### config.mk
export PLATFORM = sky130hd
export DESIGN_NAME = buffered_compare_pwm
export DESIGN_NICKNAME = d
export VERILOG_FILES = /design/src/tmr_pkg.sv /design/src/cnt_if.sv /design/src/tmr_counter.sv /design/src/pair_sel.sv /design/src/buffered_compare_pwm.sv
export SDC_FILE = /design/constraint.sdc
export NUM_CORES = 1
export LEC_CHECK = 0
export BUFFER_PORTS_ARGS = -buffer_cell sky130_fd_sc_hd__buf_2
export CAP_MARGIN = 10
export CORE_AREA = 2 2 128 130
export CTS_BUF_LIST = sky130_fd_sc_hd__clkbuf_8
export DETAILED_ROUTE_END_ITERATION = 10
export DIE_AREA = 0 0 130 132
export GPL_ROUTABILITY_DRIVEN = 0
export PLACE_DENSITY_LB_ADDON = 0.3
export REMOVE_ABC_BUFFERS = 1
export SLEW_MARGIN = 20
export SYNTH_ARGS = -nofsm -noshare
export SYNTH_HDL_FRONTEND = slang
export SYNTH_SLANG_ARGS = --single-unit
### constraint.sdc
create_clock -name clk -period 2.7 [get_ports clk]
set_input_delay 0.81 -clock clk [delete_from_list [all_inputs] [get_ports clk]]
set_output_delay 0.81 -clock clk [all_outputs]
set_load 0.02 [all_outputs]
### src/tmr_pkg.sv
// constants shared by the buffered compare timer files
package tmr_pkg;
    localparam int CNT_W = 16;
    localparam int CH_N = 4;
    // register byte addresses
    localparam logic [7:0] A_CTRL = 8'h00;
    localparam logic [7:0] A_COUNT = 8'h04;
    localparam logic [7:0] A_MOD = 8'h08;
    localparam logic [7:0] A_CH_BASE = 8'h20;
    localparam logic [7:0] A_CH_MASK = 8'hE3;
    localparam int A_VAL_BIT = 2;
    localparam int A_CH_LSB = 3;
    // control register fields
    localparam int CTRL_STOP = 5;
    localparam int CTRL_CLR = 4;
    localparam int CTRL_PS_LSB = 0;
    localparam int PS_W = 3;
    localparam logic [7:0] CTRL_WMASK = 8'h27;
    // channel status/control fields
    localparam int SC_FLAG = 7;
    localparam int SC_BUF = 5;
    localparam int SC_OCEN = 4;
    localparam int SC_ELSB = 3;
    localparam int SC_ELSA = 2;
    localparam int SC_TOV = 1;
    localparam logic [7:0] SC_WMASK_EVEN = 8'h3E;
    localparam logic [7:0] SC_WMASK_ODD = 8'h1E;
    // values after reset
    localparam logic [7:0] CTRL_RST = 8'h20;
    localparam logic [15:0] MOD_RST = 16'hFFFF;
    localparam logic [7:0] SC_RST = 8'h00;
    localparam logic [15:0] VAL_RST = 16'h0000;
    localparam logic [31:0] RD_ZERO = 32'h0000_0000;
    localparam logic [6:0] PSC_RST = 7'h00;
endpackage : tmr_pkg

### src/cnt_if.sv
// counter state shared between the counter and the channel logic
`timescale 1ns/1ps
`default_nettype none
interface cnt_if;
    logic [15:0] count;
    logic tick;
    logic ovf;
    modport src(output count, output tick, output ovf);
    modport dst(input count, input tick, input ovf);
endinterface : cnt_if
`default_nettype wire

### src/tmr_counter.sv
// prescaled free-running counter with modulo wrap
`timescale 1ns/1ps
`default_nettype none
module tmr_counter (
    input wire logic clk, // bus clock
    input wire logic rst_n, // async reset, active low
    input wire logic run, // counting enabled
    input wire logic clr, // one-cycle counter clear
    input wire logic [2:0] ps, // prescale exponent
    input wire logic [15:0] modulo, // wrap value
    cnt_if.src cnt // count, tick and overflow
);
    typedef struct packed {
        logic [6:0] psc;
        logic [15:0] count;
    } cstate_t;
    cstate_t state_reg;
    cstate_t state_next;
    logic [6:0] limit;

    // prescaled tick, overflow when the tick lands on the modulo value
    assign limit = 7'((8'h01 << ps) - 8'h01);
    assign cnt.count = state_reg.count;
    assign cnt.tick = run && (state_reg.psc == limit);
    assign cnt.ovf = cnt.tick && (state_reg.count == modulo); // [RULE12]

    always_comb begin
        state_next = state_reg;
        if (clr) begin
            state_next.psc = tmr_pkg::PSC_RST;
            state_next.count = 16'h0000;
        end else if (run) begin
            state_next.psc = cnt.tick ? tmr_pkg::PSC_RST : 7'(state_reg.psc + 7'h01);
            if (cnt.ovf) begin
                state_next.count = 16'h0000; // [RULE16]
            end else if (cnt.tick) begin
                state_next.count = 16'(state_reg.count + 16'h0001); // [RULE16]
            end
        end
    end

    always_ff @(posedge clk or negedge rst_n) begin
        if (!rst_n) begin
            state_reg <= '0;
        end else begin
            state_reg <= state_next;
        end
    end

    property p_wrap;
        @(posedge clk) disable iff (!rst_n)
        (cnt.ovf && !clr) |=> (state_reg.count == 16'h0000);
    endproperty
    a_wrap: assert property (p_wrap) else $error("counter did not wrap at modulo"); // [RULE12]

    property p_inc;
        @(posedge clk) disable iff (!rst_n)
        (cnt.tick && !cnt.ovf && !clr) |=> (state_reg.count == $past(state_reg.count) + 16'h0001);
    endproperty
    a_inc: assert property (p_inc) else $error("counter did not step on tick"); // [RULE16]
endmodule : tmr_counter
`default_nettype wire

### src/pair_sel.sv
// active-channel tracking for one buffered compare pair
`timescale 1ns/1ps
`default_nettype none
module pair_sel (
    input wire logic clk, // bus clock
    input wire logic rst_n, // async reset, active low
    input wire logic link, // pair linked by buffer mode
    input wire logic wr_even, // value write to even channel
    input wire logic wr_odd, // value write to odd channel
    input wire logic ovf, // counter overflow
    output var logic active_odd // odd channel drives the output
);
    typedef struct packed {
        logic active;
        logic last;
    } pstate_t;
    pstate_t state_reg;
    pstate_t state_next;

    // the swap waits for overflow so a counter period never sees a mixed value
    always_comb begin
        state_next = state_reg;
        if (!link) begin
            state_next = '0;
        end else begin
            if (ovf) begin
                state_next.active = state_reg.last; // [RULE1] [RULE2] [RULE7]
            end
            if (wr_odd) begin
                state_next.last = 1'b1;
            end else if (wr_even) begin
                state_next.last = 1'b0;
            end
        end
    end

    always_ff @(posedge clk or negedge rst_n) begin
        if (!rst_n) begin
            state_reg <= '0;
        end else begin
            state_reg <= state_next;
        end
    end

    assign active_odd = state_reg.active;

    property p_swap;
        @(posedge clk) disable iff (!rst_n)
        (link && ovf) |=> (state_reg.active == $past(state_reg.last));
    endproperty
    a_swap: assert property (p_swap) else $error("pair did not swap to last written"); // [RULE2]

    property p_hold;
        @(posedge clk) disable iff (!rst_n)
        (link && !ovf) |=> $stable(state_reg.active);
    endproperty
    a_hold: assert property (p_hold) else $error("pair swapped without overflow"); // [RULE1]
endmodule : pair_sel
`default_nettype wire

### src/buffered_compare_pwm.sv
// four-channel output compare timer with buffered pairs and PWM
// Function
// RULE1: channel 1 write hands pair output over at overflow
// RULE2: each overflow, last-written channel drives pair
// RULE3: linked 0/1 uses channel 0 control only
// RULE4: linked 0/1 releases channel 1 pin
// RULE5: channel 2 buffer bit links 2/3 on pin 2
// RULE6: channel 2 value drives pin 2 first
// RULE7: channel 3 write takes over at next overflow
// RULE8: linked 2/3 ignores channel 3 control, frees pin
// RULE9: writing active channel acts immediately, unbuffered
// RULE10: software writes only the inactive channel
// RULE11: toggle-on-overflow toggles pin at modulo
// RULE12: modulo value sets the PWM period
// RULE13: overflow to match sets the pulse width
// RULE14: polarity 1 PWM clears pin on match
// RULE15: polarity 0 PWM sets pin on match
// RULE16: counter steps, wraps at modulo, matches value
//
// Design decisions made here: the placing of the registers and the APB slave port.
`timescale 1ns/1ps
`default_nettype none
module buffered_compare_pwm (
    input wire logic clk, // bus clock, 200 MHz
    input wire logic rst_n, // async reset, active low
    input wire logic psel, // apb select
    input wire logic penable, // apb access phase
    input wire logic pwrite, // apb write
    input wire logic [7:0] paddr, // apb byte address
    input wire logic [31:0] pwdata, // apb write data
    output logic [31:0] prdata, // apb read data
    output logic pready, // apb ready
    output logic pslverr, // apb error, unmapped address
    output logic [3:0] chan_pin, // channel pin levels
    output logic [3:0] chan_pin_oe // high while the timer drives the pin
);
    typedef struct packed {
        logic [7:0] ctrl;
        logic [15:0] modv;
        logic [3:0][7:0] sc;
        logic [3:0][15:0] val;
        logic [3:0] pin;
        logic [3:0] oe;
        logic [31:0] prdata;
        logic pready;
        logic pslverr;
    } state_t;
    state_t state_reg;
    state_t state_next;

    cnt_if cnt();
    logic setup;
    logic acc;
    logic wr;
    logic clr;
    logic [1:0] ch;
    logic [3:0] wr_val;
    logic [3:0] wr_sc;
    logic [3:0] match;
    logic [3:0] quiet;
    logic [3:0][15:0] cmp;
    logic [1:0] link;
    logic [1:0] act;

    // channel register window decode, shared by read and write paths
    function automatic logic is_ch(input logic [7:0] a);
        return (a & tmr_pkg::A_CH_MASK) == tmr_pkg::A_CH_BASE;
    endfunction : is_ch

    function automatic logic hit(input logic [7:0] a);
        return (a == tmr_pkg::A_CTRL) || (a == tmr_pkg::A_COUNT) ||
            (a == tmr_pkg::A_MOD) || is_ch(a);
    endfunction : hit

    function automatic logic [31:0] rd_word(input state_t st, input logic [7:0] a,
                                            input logic [15:0] c);
        logic [31:0] d;
        d = tmr_pkg::RD_ZERO;
        if (a == tmr_pkg::A_CTRL) begin
            d = {24'h000000, st.ctrl};
        end else if (a == tmr_pkg::A_COUNT) begin
            d = {16'h0000, c};
        end else if (a == tmr_pkg::A_MOD) begin
            d = {16'h0000, st.modv};
        end else if (is_ch(a)) begin
            if (a[tmr_pkg::A_VAL_BIT]) begin
                d = {16'h0000, st.val[a[4:3]]};
            end else begin
                d = {24'h000000, st.sc[a[4:3]]};
            end
        end
        return d;
    endfunction : rd_word

    // pin action on overflow and match; match wins over the overflow toggle
    function automatic logic pin_step(input logic [7:0] sc, input logic p,
                                      input logic m, input logic o);
        logic q;
        q = p;
        if (o && sc[tmr_pkg::SC_TOV]) begin
            q = ~p; // [RULE11]
        end
        if (m) begin
            unique case ({sc[tmr_pkg::SC_ELSB], sc[tmr_pkg::SC_ELSA]})
                2'b01: q = ~p;
                2'b10: q = 1'b0; // [RULE14]
                2'b11: q = 1'b1; // [RULE15]
                2'b00: q = q;
            endcase
        end
        return q;
    endfunction : pin_step

    tmr_counter u_counter (
        .clk(clk),
        .rst_n(rst_n),
        .run(!state_reg.ctrl[tmr_pkg::CTRL_STOP]),
        .clr(clr),
        .ps(state_reg.ctrl[tmr_pkg::CTRL_PS_LSB +: tmr_pkg::PS_W]),
        .modulo(state_reg.modv),
        .cnt(cnt.src)
    );

    // one tracker per pair, channels 2p and 2p+1
    for (genvar gp = 0; gp < 2; gp++) begin : g_pair
        pair_sel u_pair (
            .clk(clk),
            .rst_n(rst_n),
            .link(link[gp]),
            .wr_even(wr_val[2*gp]),
            .wr_odd(wr_val[2*gp+1]),
            .ovf(cnt.ovf),
            .active_odd(act[gp])
        );
    end

    // bus strobes; a write lands on the edge that also samples pready
    assign setup = psel && !penable;
    assign acc = psel && penable && state_reg.pready;
    assign wr = acc && pwrite;
    assign ch = paddr[4:3];
    assign clr = wr && (paddr == tmr_pkg::A_CTRL) && pwdata[tmr_pkg::CTRL_CLR];
    assign link[0] = state_reg.sc[0][tmr_pkg::SC_BUF]; // [RULE3]
    assign link[1] = state_reg.sc[2][tmr_pkg::SC_BUF]; // [RULE5]

    // compare selection and match detection per channel
    always_comb begin
        for (int i = 0; i < tmr_pkg::CH_N; i++) begin
            wr_val[i] = wr && is_ch(paddr) && paddr[tmr_pkg::A_VAL_BIT] && (ch == 2'(i));
            wr_sc[i] = wr && is_ch(paddr) && !paddr[tmr_pkg::A_VAL_BIT] && (ch == 2'(i));
            // odd channel of a linked pair is silent; its control has no say
            quiet[i] = (i % 2 == 1) && link[i / 2]; // [RULE3] [RULE8]
            if ((i % 2 == 0) && link[i / 2] && act[i / 2]) begin
                cmp[i] = state_reg.val[i + 1]; // [RULE7] [RULE1]
            end else begin
                cmp[i] = state_reg.val[i]; // [RULE6] [RULE9]
            end
            match[i] = cnt.tick && (cnt.count == cmp[i]) && !quiet[i] &&
                state_reg.sc[i][tmr_pkg::SC_OCEN]; // [RULE16] [RULE13]
        end
    end

    // register file, pins and bus answer
    always_comb begin
        state_next = state_reg;
        state_next.pready = setup;
        state_next.pslverr = setup && !hit(paddr);
        state_next.prdata = (setup && !pwrite) ? rd_word(state_reg, paddr, cnt.count) :
            tmr_pkg::RD_ZERO;
        if (wr && (paddr == tmr_pkg::A_CTRL)) begin
            state_next.ctrl = pwdata[7:0] & tmr_pkg::CTRL_WMASK;
        end
        if (wr && (paddr == tmr_pkg::A_MOD)) begin
            state_next.modv = pwdata[15:0]; // [RULE12]
        end
        for (int i = 0; i < tmr_pkg::CH_N; i++) begin
            if (wr_val[i]) begin
                state_next.val[i] = pwdata[15:0]; // [RULE9]
            end
            if (wr_sc[i]) begin
                // flag clears only by writing zero to it
                state_next.sc[i] = (pwdata[7:0] & ((i % 2 == 0) ? tmr_pkg::SC_WMASK_EVEN :
                    tmr_pkg::SC_WMASK_ODD)) | {state_reg.sc[i][tmr_pkg::SC_FLAG] &&
                    pwdata[tmr_pkg::SC_FLAG], 7'h00};
            end
            if (match[i]) begin
                state_next.sc[i][tmr_pkg::SC_FLAG] = 1'b1; // set wins over clear
            end
            if (!quiet[i]) begin
                state_next.pin[i] = pin_step(state_reg.sc[i], state_reg.pin[i], match[i],
                    cnt.ovf); // [RULE11] [RULE13]
            end
            state_next.oe[i] = !quiet[i] && state_reg.sc[i][tmr_pkg::SC_OCEN] &&
                (state_reg.sc[i][tmr_pkg::SC_ELSB] ||
                state_reg.sc[i][tmr_pkg::SC_ELSA]); // [RULE4] [RULE8]
        end
    end

    always_ff @(posedge clk or negedge rst_n) begin
        if (!rst_n) begin
            state_reg.ctrl <= tmr_pkg::CTRL_RST;
            state_reg.modv <= tmr_pkg::MOD_RST;
            state_reg.sc <= {tmr_pkg::CH_N{tmr_pkg::SC_RST}};
            state_reg.val <= {tmr_pkg::CH_N{tmr_pkg::VAL_RST}};
            state_reg.pin <= 4'h0;
            state_reg.oe <= 4'h0;
            state_reg.prdata <= tmr_pkg::RD_ZERO;
            state_reg.pready <= 1'b0;
            state_reg.pslverr <= 1'b0;
        end else begin
            state_reg <= state_next;
        end
    end

    // outputs straight from the state flops
    assign prdata = state_reg.prdata;
    assign pready = state_reg.pready;
    assign pslverr = state_reg.pslverr;
    assign chan_pin = state_reg.pin;
    assign chan_pin_oe = state_reg.oe;

    property p_rel1;
        @(posedge clk) disable iff (!rst_n)
        link[0] |=> !chan_pin_oe[1];
    endproperty
    a_rel1: assert property (p_rel1) else $error("pin 1 driven while pair linked"); // [RULE4]

    property p_rel3;
        @(posedge clk) disable iff (!rst_n)
        link[1] |=> !chan_pin_oe[3];
    endproperty
    a_rel3: assert property (p_rel3) else $error("pin 3 driven while pair linked"); // [RULE8]

    property p_sc1_dead;
        @(posedge clk) disable iff (!rst_n)
        link[0] |-> !match[1] ##1 !$rose(state_reg.sc[1][tmr_pkg::SC_FLAG]);
    endproperty
    a_sc1_dead: assert property (p_sc1_dead) else $error("channel 1 active in pair"); // [RULE3]

    property p_take23;
        @(posedge clk) disable iff (!rst_n)
        (link[1] && act[1]) |-> (cmp[2] == state_reg.val[3]);
    endproperty
    a_take23: assert property (p_take23) else $error("channel 3 value not used"); // [RULE7]

    property p_init23;
        @(posedge clk) disable iff (!rst_n)
        $rose(link[1]) |-> (cmp[2] == state_reg.val[2]) [*2];
    endproperty
    a_init23: assert property (p_init23) else $error("pair 2/3 did not start on 2"); // [RULE6]

    property p_direct;
        @(posedge clk) disable iff (!rst_n)
        (link[0] && wr_val[0] && !act[0] && !cnt.ovf) |=> (cmp[0] == $past(pwdata[15:0]));
    endproperty
    a_direct: assert property (p_direct) else $error("active write deferred"); // [RULE9]

    property p_tov;
        @(posedge clk) disable iff (!rst_n)
        (cnt.ovf && !match[0] && state_reg.sc[0][tmr_pkg::SC_TOV] && !quiet[0])
            |=> (chan_pin[0] != $past(chan_pin[0]));
    endproperty
    a_tov: assert property (p_tov) else $error("pin 0 did not toggle at overflow"); // [RULE11]

    property p_clr2;
        @(posedge clk) disable iff (!rst_n)
        (link[1] && match[2] && state_reg.sc[2][tmr_pkg::SC_ELSB] &&
            !state_reg.sc[2][tmr_pkg::SC_ELSA]) |=> !chan_pin[2];
    endproperty
    a_clr2: assert property (p_clr2) else $error("buffered pin 2 not cleared"); // [RULE5] [RULE13]

    // odd pins of a linked pair keep their level, so software may reuse them
    property p_hold1;
        @(posedge clk) disable iff (!rst_n)
        link[0] |=> (chan_pin[1] == $past(chan_pin[1]));
    endproperty
    a_hold1: assert property (p_hold1) else $error("pin 1 moved in pair"); // [RULE4]

    property p_hold3;
        @(posedge clk) disable iff (!rst_n)
        link[1] |=> (chan_pin[3] == $past(chan_pin[3]));
    endproperty
    a_hold3: assert property (p_hold3) else $error("pin 3 moved in pair"); // [RULE8]

    property p_sc3_dead;
        @(posedge clk) disable iff (!rst_n)
        link[1] |-> !match[3] ##1 !$rose(state_reg.sc[3][tmr_pkg::SC_FLAG]);
    endproperty
    a_sc3_dead: assert property (p_sc3_dead) else $error("channel 3 active in pair"); // [RULE8]

    // compare source of each pair: even first, odd once handed over
    property p_init01;
        @(posedge clk) disable iff (!rst_n)
        $rose(link[0]) |-> (cmp[0] == state_reg.val[0]) [*2];
    endproperty
    a_init01: assert property (p_init01) else $error("pair 0/1 did not start on 0"); // [RULE1]

    property p_take01;
        @(posedge clk) disable iff (!rst_n)
        (link[0] && act[0]) |-> (cmp[0] == state_reg.val[1]);
    endproperty
    a_take01: assert property (p_take01) else $error("channel 1 value not used"); // [RULE1]

    property p_direct23;
        @(posedge clk) disable iff (!rst_n)
        (link[1] && wr_val[2] && !act[1] && !cnt.ovf) |=> (cmp[2] == $past(pwdata[15:0]));
    endproperty
    a_direct23: assert property (p_direct23) else $error("pair 2/3 write deferred"); // [RULE9]

    property p_oe2;
        @(posedge clk) disable iff (!rst_n)
        (link[1] && state_reg.sc[2][tmr_pkg::SC_OCEN] && state_reg.sc[2][tmr_pkg::SC_ELSB])
            |=> chan_pin_oe[2];
    endproperty
    a_oe2: assert property (p_oe2) else $error("buffered pin 2 not driven"); // [RULE5]

    // match actions; a lost flag would hide a match from software
    property p_flag0;
        @(posedge clk) disable iff (!rst_n)
        match[0] |=> state_reg.sc[0][tmr_pkg::SC_FLAG];
    endproperty
    a_flag0: assert property (p_flag0) else $error("match did not set flag 0"); // [RULE16]

    property p_clr0;
        @(posedge clk) disable iff (!rst_n)
        (match[0] && state_reg.sc[0][tmr_pkg::SC_ELSB] && !state_reg.sc[0][tmr_pkg::SC_ELSA])
            |=> !chan_pin[0];
    endproperty
    a_clr0: assert property (p_clr0) else $error("pin 0 not cleared on match"); // [RULE13]

    property p_set1;
        @(posedge clk) disable iff (!rst_n)
        (match[1] && state_reg.sc[1][tmr_pkg::SC_ELSB] && state_reg.sc[1][tmr_pkg::SC_ELSA])
            |=> chan_pin[1];
    endproperty
    a_set1: assert property (p_set1) else $error("pin 1 not set on match"); // [RULE13]

    property p_tog0;
        @(posedge clk) disable iff (!rst_n)
        (match[0] && !state_reg.sc[0][tmr_pkg::SC_ELSB] && state_reg.sc[0][tmr_pkg::SC_ELSA])
            |=> (chan_pin[0] != $past(chan_pin[0]));
    endproperty
    a_tog0: assert property (p_tog0) else $error("pin 0 did not toggle on match"); // [RULE16]

    c_swap01: cover property (@(posedge clk) disable iff (!rst_n) $rose(act[0]));
    c_swap23: cover property (@(posedge clk) disable iff (!rst_n) link[1] && $fell(act[1]));
    c_pwm: cover property (@(posedge clk) disable iff (!rst_n) cnt.ovf ##[1:40] match[0]);
    c_tog0: cover property (@(posedge clk) disable iff (!rst_n)
        match[0] && !state_reg.sc[0][tmr_pkg::SC_ELSB]);
    c_direct23: cover property (@(posedge clk) disable iff (!rst_n)
        link[1] && wr_val[2] && !act[1]);
endmodule : buffered_compare_pwm
`default_nettype wire

# After elaboration in Yosys (flattened, before gate mapping)
# Index checks and enable logic that the tools add are counted.
# word_totals
in_bits,45
wordCells,188
reg_bits,185
# classes
shift,1
muxes,45
n_addsub,3
n_lt_le_gt_ge,1
n_bitwise,8
n_reduce_logical,74
eq_ne,29
# ops
operator,count
$mux 32,5
$mux 16,6
$eq 16x16->1,5
$logic_and 1x1->1,48
$mux 23,2
$mux 8,5
$bmux 16 s2,1
$eq 2x2->1 const B,10
$mux 1,18
$add 16x1->16 const B,1
$bmux 8 s2,1
$or 5x8->8,2
$or 6x8->8,2
$pmux 1 s4,4
$eq 2x1->1 const B,5
$logic_not 2->1,5
$eq 8x3->1 const B,1
$eq 8x4->1 const B,1
$logic_not 8->1,1
$reduce_bool 2->1,4
$add 7x1->7 const B,1
$eq 7x7->1,1
$logic_not 1->1,7
$logic_or 1x1->1,7
11 further kinds,18

# Logic depth before layout (Yosys ltp)
# Gate-level depths: netlist of run 1.
# depth
word_depth,9
mapped_depth,9
mapped_depth_nobuf,7

# By module
# Synthesis of run 1 repeated with hierarchy kept, for this count alone.
# hier_totals
cells_unflattened,903
hier_area_um2,9522.9
# modules_own_cells
module,area_per_inst_um2,cells_each,n_inst,seq_area_each_um2
buffered_compare_pwm,7624.8,693,1,3324.4
tmr_counter,1722.9,198,1,575.6
pair_sel,87.6,6,2,50.0

# Worst setup path after synthesis of run 1
# OpenSTA, ideal clock, no wires.
# synth_timing
kind,input -> register
startpoint,input port paddr[7]
endpoint,register u_counter.state_reg (netlist bit u_counter.cnt.count[15])
slack_ps,-131
cell_stages,9
setup_ps,119
arrival_time_ps,2712
path_cell_list,or4_4 -> nor4_4 -> and2_1 -> buf_6 -> a21oi_4 -> buf_8 -> nor4_4 -> xnor2_1 -> nor2_2
# synth_between
elab_chain_cells,5
word_cells_on_any_way,7
# synth_rtl
item,line,rtl
from (decl),buffered_compare_pwm.sv:29,"input wire logic [7:0] paddr,"
$logic_not 8->1 *,buffered_compare_pwm.sv:142,assign clr = wr && (paddr == tmr_pkg::A_CTRL) && pwdata[tmr_pkg::CTRL_CLR];
$logic_and 1x1->1 * (2 in a row),buffered_compare_pwm.sv:142,
$ne 2x1->1 (no source line) / $reduce_bool 3->1 (equally long branches),-,
$reduce_and 2->1 (no source line),-,
to (signal assigned),tmr_counter.sv:46,state_reg <= state_next;
to (decl),tmr_counter.sv:17,cstate_t state_reg;
# Every way passes the cells marked *; elsewhere a longest branch is shown, timed or not.
# A chain may end at the register's enable or synchronous reset.

==> metrics.txt, run 1 <==
status finished, final reports clean; grt ovf 0; Mapped Cells 794; worst min path class primary input to asynchronous set/reset pin; Hold WS 0.279 ns; max FFs per register 72; max-cap viol count 0; register area 4000 sq um; final worst path period need 2.61 ns; top-area cell type share of the netlist area 39.0%; GR peak layer met2; Clock Path Buffers 2; setup_tns 0 ns; Finished Core Util 64.0%; Worst-path clk slew 0.09 ns; multi-input logic area 4520 sq um; Final Max Slew Viols 0; worst slew pin tran 0.549 ns; row count 46; Placeable Area 15700 sq um; Post-synth EDFFs 0; dpl hpwl 17600 um; io pins 87; Hold Vio Cnt, Final 0; unrepaired setup endpoints after global routing false; top cells by area, synth dfrtp_1, mux2_2, mux4_2, dfstp_2, xnor2_1; Post-CTS Hold Buffers 0; Power Dens Cells 430 nW/um^2; remaining antenna violation count 0; area grow syn2layout 10.5%; root buf cell clkbuf_8; setup bufs post-CTS 0; peak supply drop 304 uV; met2 Resource Use GR 47.2%; M3 GR Usage 6.62%; Yosys top cell by area dfrtp_1; DIE AREA 17200 sq um; most frequent cells after synthesis dfrtp_1, mux2_2, xnor2_1, nor2_1; DRT Pass-1 Iters 5; Setup CP Type flip-flop to flip-flop; initial antenna violation count 0; Via-to-Cell Ratio 6.12; vias in the first global route 6885; first-pass GRT wire length 38500 um; final setup margin 0.0851 ns; Synth Cell Area 9100 sq um; post-synthesis average cell area 11.5 sq um; total chip power 4.32 mW; H-tree levels 4; P_leak 4.69 nW; CTS Sinks 159; post-cts gate resize count 0; Post-Route WL 24100 um; Top FF cell, synth dfrtp_1; Synth async-reset ratio 100%; Crit Path Max Fanout 8; clock latency on the worst-skew pair 0.48 ns; Critical Path Source Type flip-flop; Iter 0 DRT Violations 679; Required @ worst endpoint 3.05 ns; largest net degree at the start of global routing 59; clock tree from TritonCTS yes; Routed WL per cell 22.1 um; routed vias 6687; Die Ht 132 um; most common cell in the synthesized netlist dfrtp_1; slew margin rel. 63.3%; Total Routing Usage GR 29.7%; grt met1 use 40.4%; post-synthesis sequential area ratio 44.0%; max frequency 382 MHz; Place WS -0.157 ns; Antenna diodes 0; setup violators final 0; DRC viols 0; skew final 0.0139 ns; Synth Warn # 0; starting density of the core 57.9%; Port-buffer cells 54; Cell variety after synth 67; Yosys reg bits 159; Critical Path AT 2.96 ns; width of the die 130 um; final worst path period share 96.8%; fillcell total 1221; CTS Buf Count 17; ratio of cells with drive above 1 in the final layout 36.5%; Worst Setup End Kind flip-flop; Final #Nets 910
==> stage by stage <==
| step | std cells | area [sq um] |
|---|---|---|
| 6_report | 1092 | 10100 |
| 5_1_grt | 1092 | 10100 |
| 4_1_cts | 1092 | 10100 |
| 3_5_place_dp | 1060 | 9710 |
| 3_3_place_gp | 1060 | 9710 |
| 2_1_floorplan | 723 | 8560 |
==> per-layer routing <==
metal / routed length (um) / vias to the layer above
met4: 690 / 0
li1: - / 2915
met5: 0 / -
met1: 9850 / 3411
met2: 11700 / 304
met3: 1840 / 57
==> cell families after synthesis <==
kind of cell             Yosys count  synth area share [%]
AND/OR/NAND/NOR                  208                  13.2
flip-flops                       159                  44.0
multiplexers                     138                  19.5
buffers and inverters            101                  7.20
AO/OA/AOI/OAI                     96                  7.25
XOR/XNOR                          89                  8.56
adder cells (fa/ha/maj)            2                 0.275
other                              1                0.0412
==> path summary, 6_finish.rpt <==
check | from | end | slack (ns) | cells after the start
min in group clk | state_reg[125]$_DFFE_PN0P_ | chan_pin[2]$_DFF_PN0_ | 0.53 | 1
max in group asynchronous | rst_n | state_reg[148]$_DFFE_PN1P_ | 1.67 | 2
max | u_counter.cnt.count[8]$_DFFE_PN0P_ | chan_pin[0]$_DFF_PN0_ | 0.09 | 8
max reg2reg | u_counter.cnt.count[8]$_DFFE_PN0P_ | chan_pin[0]$_DFF_PN0_ | 0.09 | 8
min | rst_n | chan_pin_oe[1]$_DFF_PN0_ | 0.28 | 1
min reg2reg | state_reg[125]$_DFFE_PN0P_ | chan_pin[2]$_DFF_PN0_ | 0.53 | 1
==> cell type report <==
cell class | count | area share [%]
Multi-Input combinational cell | 549 | 44.9
Sequential cell | 159 | 39.8
Timing Repair Buffer | 121 | 8.62
Tap cell | 216 | 2.69
Clock buffer | 18 | 2.46
Clock inverter | 14 | 1.03
Inverter | 15 | 0.560
==> worst max-delay path: stages, from the launching register on <==
cell	delay, ns
dfrtp_1	0.51
xnor2_1	0.33
nand4_1	0.18
nor4_1	0.33
buf_4	0.20
mux2i_1	0.06
or4_1	0.64
nand2_1	0.13
o211ai_1	0.10
==> layout by cell type, fill, tap and decap left out, types with 18 or more instances in the layout <==
cell type | netlist | routed
o21ai_0 | 22 | 22
buf_2 | 7 | 53
nor2_1 | 45 | 45
mux4_2 | 21 | 21
xnor2_1 | 50 | 50
nand2_1 | 41 | 41
clkbuf_8 | 5 | 18
xor2_1 | 39 | 39
buf_4 | 41 | 60
mux2_2 | 106 | 106
nand4_1 | 18 | 18
dfrtp_1 | 142 | 142
inv_1 | 15 | 18
a21oi_1 | 24 | 24
==> where the power goes <==
group | total, mW | internal (mW) | switching, mW
clock | 1.62 | 0.730 | 0.894
sequential | 2.42 | 2.40 | 0.0249
combinational | 0.276 | 0.0968 | 0.179
Note: power is estimated with default switching activity, not from simulation.
==> run 2: changes to the inputs <==
SETUP_SLACK_MARGIN = 0.5   (was not set)
==> run 2 against run 1 <==
Net effect: the run now ends with design-rule violations left; power increased by 2.1%; combinational power increased by 20%; critical path depth unchanged; core utilization increased by 9.5 points; design area increased by 15%; maximum frequency increased by 0.22%; setup slack improved by 0.0058 ns; via count increased by 14%; critical path type unchanged.
==> metrics.txt, run 2 (same netlist as run 1, synthesis figures left out) <==
status finished with violations; failing checks design-rule violations; Place WS -0.157 ns; Post-Route WL 30600 um; routed vias 7654; crit-path cells xnor2_2 -> nand4_1 -> nor4_2 -> buf_4 -> nand2_1 -> a211oi_2 -> o2111ai_1 -> nor3b_1; R2R Path Start u_counter.cnt.count[7]$_DFFE_PN0P_; dpl hpwl 17600 um; max frequency 383 MHz; final worst path period share 96.6%; DRC viols 1; Port-buffer cells 54; P_leak 5.40 nW; largest net degree at the start of global routing 59; Post-CTS Hold Buffers 0; max-cap viol count 0; Antenna diodes 0; Bufs and invs on worst path 1; starting density of the core 57.9%; slew margin rel. 51.2%; Clock Path Buffers 2; Routed WL per cell 26.4 um; Hold WS 0.292 ns; vias in the first global route 7304; Power Dens Cells 382 nW/um^2; worst slew pin tran 0.730 ns; cell family with most CP delay simple AND/OR/NAND/NOR gates; final worst path period need 2.61 ns; remaining antenna violation count 0; root buf cell clkbuf_8; register area 4020 sq um; Worst Setup End Kind flip-flop; most frequent cells in the layout dfrtp_1, buf_4, mux2_2; Worst-path clk slew 0.10 ns; DRT Pass-1 Iters 9; clock tree from TritonCTS yes; worst min path class primary input to asynchronous set/reset pin; multi-input logic area 5230 sq um; clock latency on the worst-skew pair 0.48 ns; Hold Vio Cnt, Final 0; fillcell total 928; width of the die 130 um; setup_tns 0 ns; Required @ worst endpoint 3.07 ns; grt ovf 0; io pins 87; Total Routing Usage GR 31.8%; most common cell after layout, fill and taps aside dfrtp_1; max FFs per register 72; CP max-delay cell dfrtp_1; first-pass GRT wire length 40900 um; initial antenna violation count 1; ratio of cells with drive above 1 in the final layout 49.9%; row count 46; area grow syn2layout 26.9%; final setup margin 0.0909 ns; DIE AREA 17200 sq um; Critical Path AT 2.98 ns; CP startpoint u_counter.cnt.count[7]$_DFFE_PN0P_; CP peak stage delay 0.51 ns; Placeable Area 15700 sq um; setup violators final 0; peak supply drop 307 uV; skew final 0.0229 ns; Die Ht 132 um; Iter 0 DRT Violations 1061; CTS Sinks 159; Final #Nets 978; Setup CP Type flip-flop to flip-flop; Final Max Slew Viols 0; H-tree levels 4; Crit Path Max Fanout 6; Via-to-Cell Ratio 6.60; unrepaired setup endpoints after global routing true; CTS Buf Count 17; Critical Path Source Type flip-flop
==> run 2: cell count changes in the layout (fill, tap and decap cells not counted), sizes merged <==
cell    previous run  this run
clkbuf            18        23
a21oi             26        27
buf              121       183
==> run 2: routing by layer <==
metal  global-route usage (%)  part of all wire (%)  up-vias
met1                     41.0                    37     3858
met5                        0                 0.023        -
met2                     50.8                    47      577
met3                     8.20                    10      159
met4                     14.0                   6.2        2
li1                         -                     -     3058
==> run 2: worst paths after layout <==
| path | endpoint | slack (ns) | depth (start not counted) |
|---|---|---|---|
| worst min-delay path | state_reg[49]$_DFFE_PN0P_ | 0.29 | 1 |
| max in group asynchronous | state_reg[148]$_DFFE_PN1P_ | 1.65 | 2 |
| min in group clk | state_reg[137]$_DFFE_PN0P_ | 0.53 | 2 |
| worst max register to register | chan_pin[1]$_DFFE_PN0N_ | 0.09 | 8 |
| worst max-delay path | chan_pin[1]$_DFFE_PN0N_ | 0.09 | 8 |
| worst min register to register | state_reg[137]$_DFFE_PN0P_ | 0.53 | 2 |
==> run 2: layout make-up <==
type,instances,area share [%]
Sequential cell,159,34.8
Clock buffer,18,2.14
Tap cell,216,2.34
Clock inverter,14,0.899
Inverter,15,0.487
Multi-Input combinational cell,550,45.3
Timing Repair Buffer,188,14.1
==> run 2: repair_timing <==
action	in CTS	in global routing
buffers inserted	31	28
cloned	2	7
pin swaps	45	65
setup endpoints to repair	84	118
gates resized for setup	76	141
==> run 2: metrics by stage <==
step / power [mW] / instances / util [%] / cell area (sq um)
floorplan: 2.57 / 723 / - / 8560
global placement: 2.73 / 1060 / 61.8 / 9710
detailed placement: 2.74 / 1060 / 61.8 / 9710
CTS: 4.36 / 1125 / 67.5 / 10600
global route: 4.54 / 1160 / 73.5 / 11600
finish: 4.41 / 1160 / 73.5 / 11600
==> run 2: power by group <==
part	switching, mW	internal (mW)	total (mW)
sequential	0.0295	2.40	2.43
clock	0.925	0.731	1.66
combinational	0.208	0.122	0.330
total	1.16	3.25	4.41
==> run 3: changes to the inputs <==
CORE_AREA = 2 2 125 127   (was 2 2 128 130)
DIE_AREA = 0 0 127 129   (was 0 0 130 132)
==> run 3 against run 2 <==
Net effect: via count decreased by 5.2%; largest power group unchanged; routed wire length decreased by 10%; global-route usage down 0.22 points; design area decreased by 4.1%; highest routed layer is now met4; final cell count fell by 4.2%; the flow now finishes without violations; critical path type unchanged; sequential share of layout area increased by 1.5 points; power is 11% higher.
==> metrics.txt, run 3 (same netlist as run 1, synthesis figures left out) <==
Via-to-Cell Ratio 6.53; Iter 0 DRT Violations 729; most common cell after layout, fill and taps aside dfrtp_1; DIE AREA 16400 sq um; Routed WL per cell 24.7 um; status finished, final reports clean; WP depth 9; CTS Buf Count 17; FF-to-FF End chan_pin[2]$_DFF_PN0_; clock tree from TritonCTS yes; dpl hpwl 17200 um; Final Max Slew Viols 0; CP startpoint u_counter.cnt.count[5]$_DFFE_PN0P_; Hold Vio Cnt, Final 0; cell family with most CP delay simple AND/OR/NAND/NOR gates; CP max-delay cell dfrtp_2; Placeable Area 15000 sq um; Antenna diodes 0; fin cells 1111; Total Routing Usage GR 31.6%; peak supply drop 302 uV; max frequency 404 MHz; Post-Route WL 27400 um; Critical Path Source Type flip-flop; area grow syn2layout 21.8%; row count 45; max FFs per register 72; crit-path cells buf_4 -> xnor2_2 -> nand4_1 -> nor4_2 -> buf_4 -> nand4_1 -> xnor2_1 -> mux2_4 -> o21ai_2; unrepaired setup endpoints after global routing true; Critical Path AT 2.89 ns; DRC viols 0; Bufs and invs on worst path 2; largest net degree at the start of global routing 63; io pins 87; slew margin rel. 53.4%; Placement Cell Area 9660 sq um; initial antenna violation count 0; first-pass GRT wire length 38900 um; setup_tns 0 ns; CP peak stage delay 0.48 ns; R2R Path Start u_counter.cnt.count[5]$_DFFE_PN0P_; ratio of cells with drive above 1 in the final layout 47.5%; DRT Pass-1 Iters 5; final setup margin 0.225 ns; width of the die 127 um; Clock Path Buffers 2; Die Ht 129 um; P_leak 5.20 nW; final worst path period share 91.7%; Required @ worst endpoint 3.11 ns; Setup CP Type flip-flop to flip-flop; skew final 0.0139 ns; setup violators final 0; Power Dens Cells 441 nW/um^2; Final #Nets 957; Crit Path Max Fanout 7; Post-CTS Hold Buffers 0; design area 11100 sq um; max-cap viol count 0; Worst-path clk slew 0.09 ns; H-tree levels 4; final worst path period need 2.48 ns; root buf cell clkbuf_8; Worst Setup End Kind flip-flop; Register-to-Register Path Depth 9; worst slew pin tran 0.697 ns; fillcell total 925; grt ovf 0; remaining antenna violation count 0; Port-buffer cells 54; reg2reg setup slack 0.22 ns; CTS Sinks 159; vias in the first global route 7050; most frequent cells in the layout dfrtp_1, mux2_2, buf_4; worst min path class primary input to asynchronous set/reset pin; end of the critical path chan_pin[2]$_DFF_PN0_; clock latency on the worst-skew pair 0.49 ns; placed cells 1030; Place WS -0.184 ns; starting density of the core 60.8%; routed vias 7254
## run 3: changes by cell type in the layout (fill, tap and decap cells not counted), sizes merged, moves of 2 or more
| cell | change |
|---|---|
| bufinv | +4 |
| clkinvlp | -3 |
| inv | -2 |
| clkinv | -3 |
| buf | -17 |
## run 3: stage by stage
step	hold slack (ns)	power (mW)	utilization [%]
global placement	0.486	2.74	64.5
finish	0.315	4.89	74.0
floorplan	0.464	2.57	-
CTS	0.338	4.85	70.4
global route	0.342	5.01	74.0
detailed placement	0.503	2.75	64.5
## run 3: how the worst min path moves through the flow
stage,start,endpoint,slack [ns]
floorplan,state_reg[137]$_DFFE_PN0P_,state_reg[137]$_DFFE_PN0P_,0.46
global placement,state_reg[113]$_DFFE_PN0P_,state_reg[113]$_DFFE_PN0P_,0.49
detailed placement,state_reg[129]$_DFFE_PN0P_,state_reg[129]$_DFFE_PN0P_,0.50
CTS,rst_n,g_pair[0].u_pair.state_reg[0]$_DFFE_PN0P_,0.34
global route,rst_n,state_reg[126]$_DFFE_PN0P_,0.34
finish,rst_n,chan_pin_oe[3]$_DFF_PN0_,0.32
## run 3: cell type report
type | count | area (sq um) | share of cell area [%]
Timing Repair Buffer | 168 | 1350 | 12.1
Tap cell | 188 | 235 | 2.12
Inverter | 15 | 56.3 | 0.508
Clock buffer | 22 | 303 | 2.73
Clock inverter | 10 | 183 | 1.65
Sequential cell | 159 | 4020 | 36.3
Multi-Input combinational cell | 549 | 4940 | 44.5
## run 3: report_power, final
group | internal (mW) | switching (mW) | total, mW
combinational | 0.127 | 0.202 | 0.328
sequential | 2.40 | 0.0300 | 2.43
clock | 1.22 | 0.912 | 2.13
## run 3: per-layer routing
| layer | vias to the layer above | GRT usage (%) | share of wire, % |
|---|---|---|---|
| met5 | - | 0 | 0 |
| met4 | 0 | 15.5 | 5.6 |
| met3 | 147 | 7.44 | 9.0 |
| met2 | 453 | 50.7 | 46 |
| met1 | 3631 | 40.8 | 39 |
| li1 | 3023 | - | - |
## run 3: repair_timing
item | CTS | global route
endpoints found under the hold margin | 0 | 0
setup buffers | 20 | 26
resized for setup | 57 | 72
gates cloned | 1 | 2
pin swaps | 30 | 38
setup endpoints to repair | 104 | 73
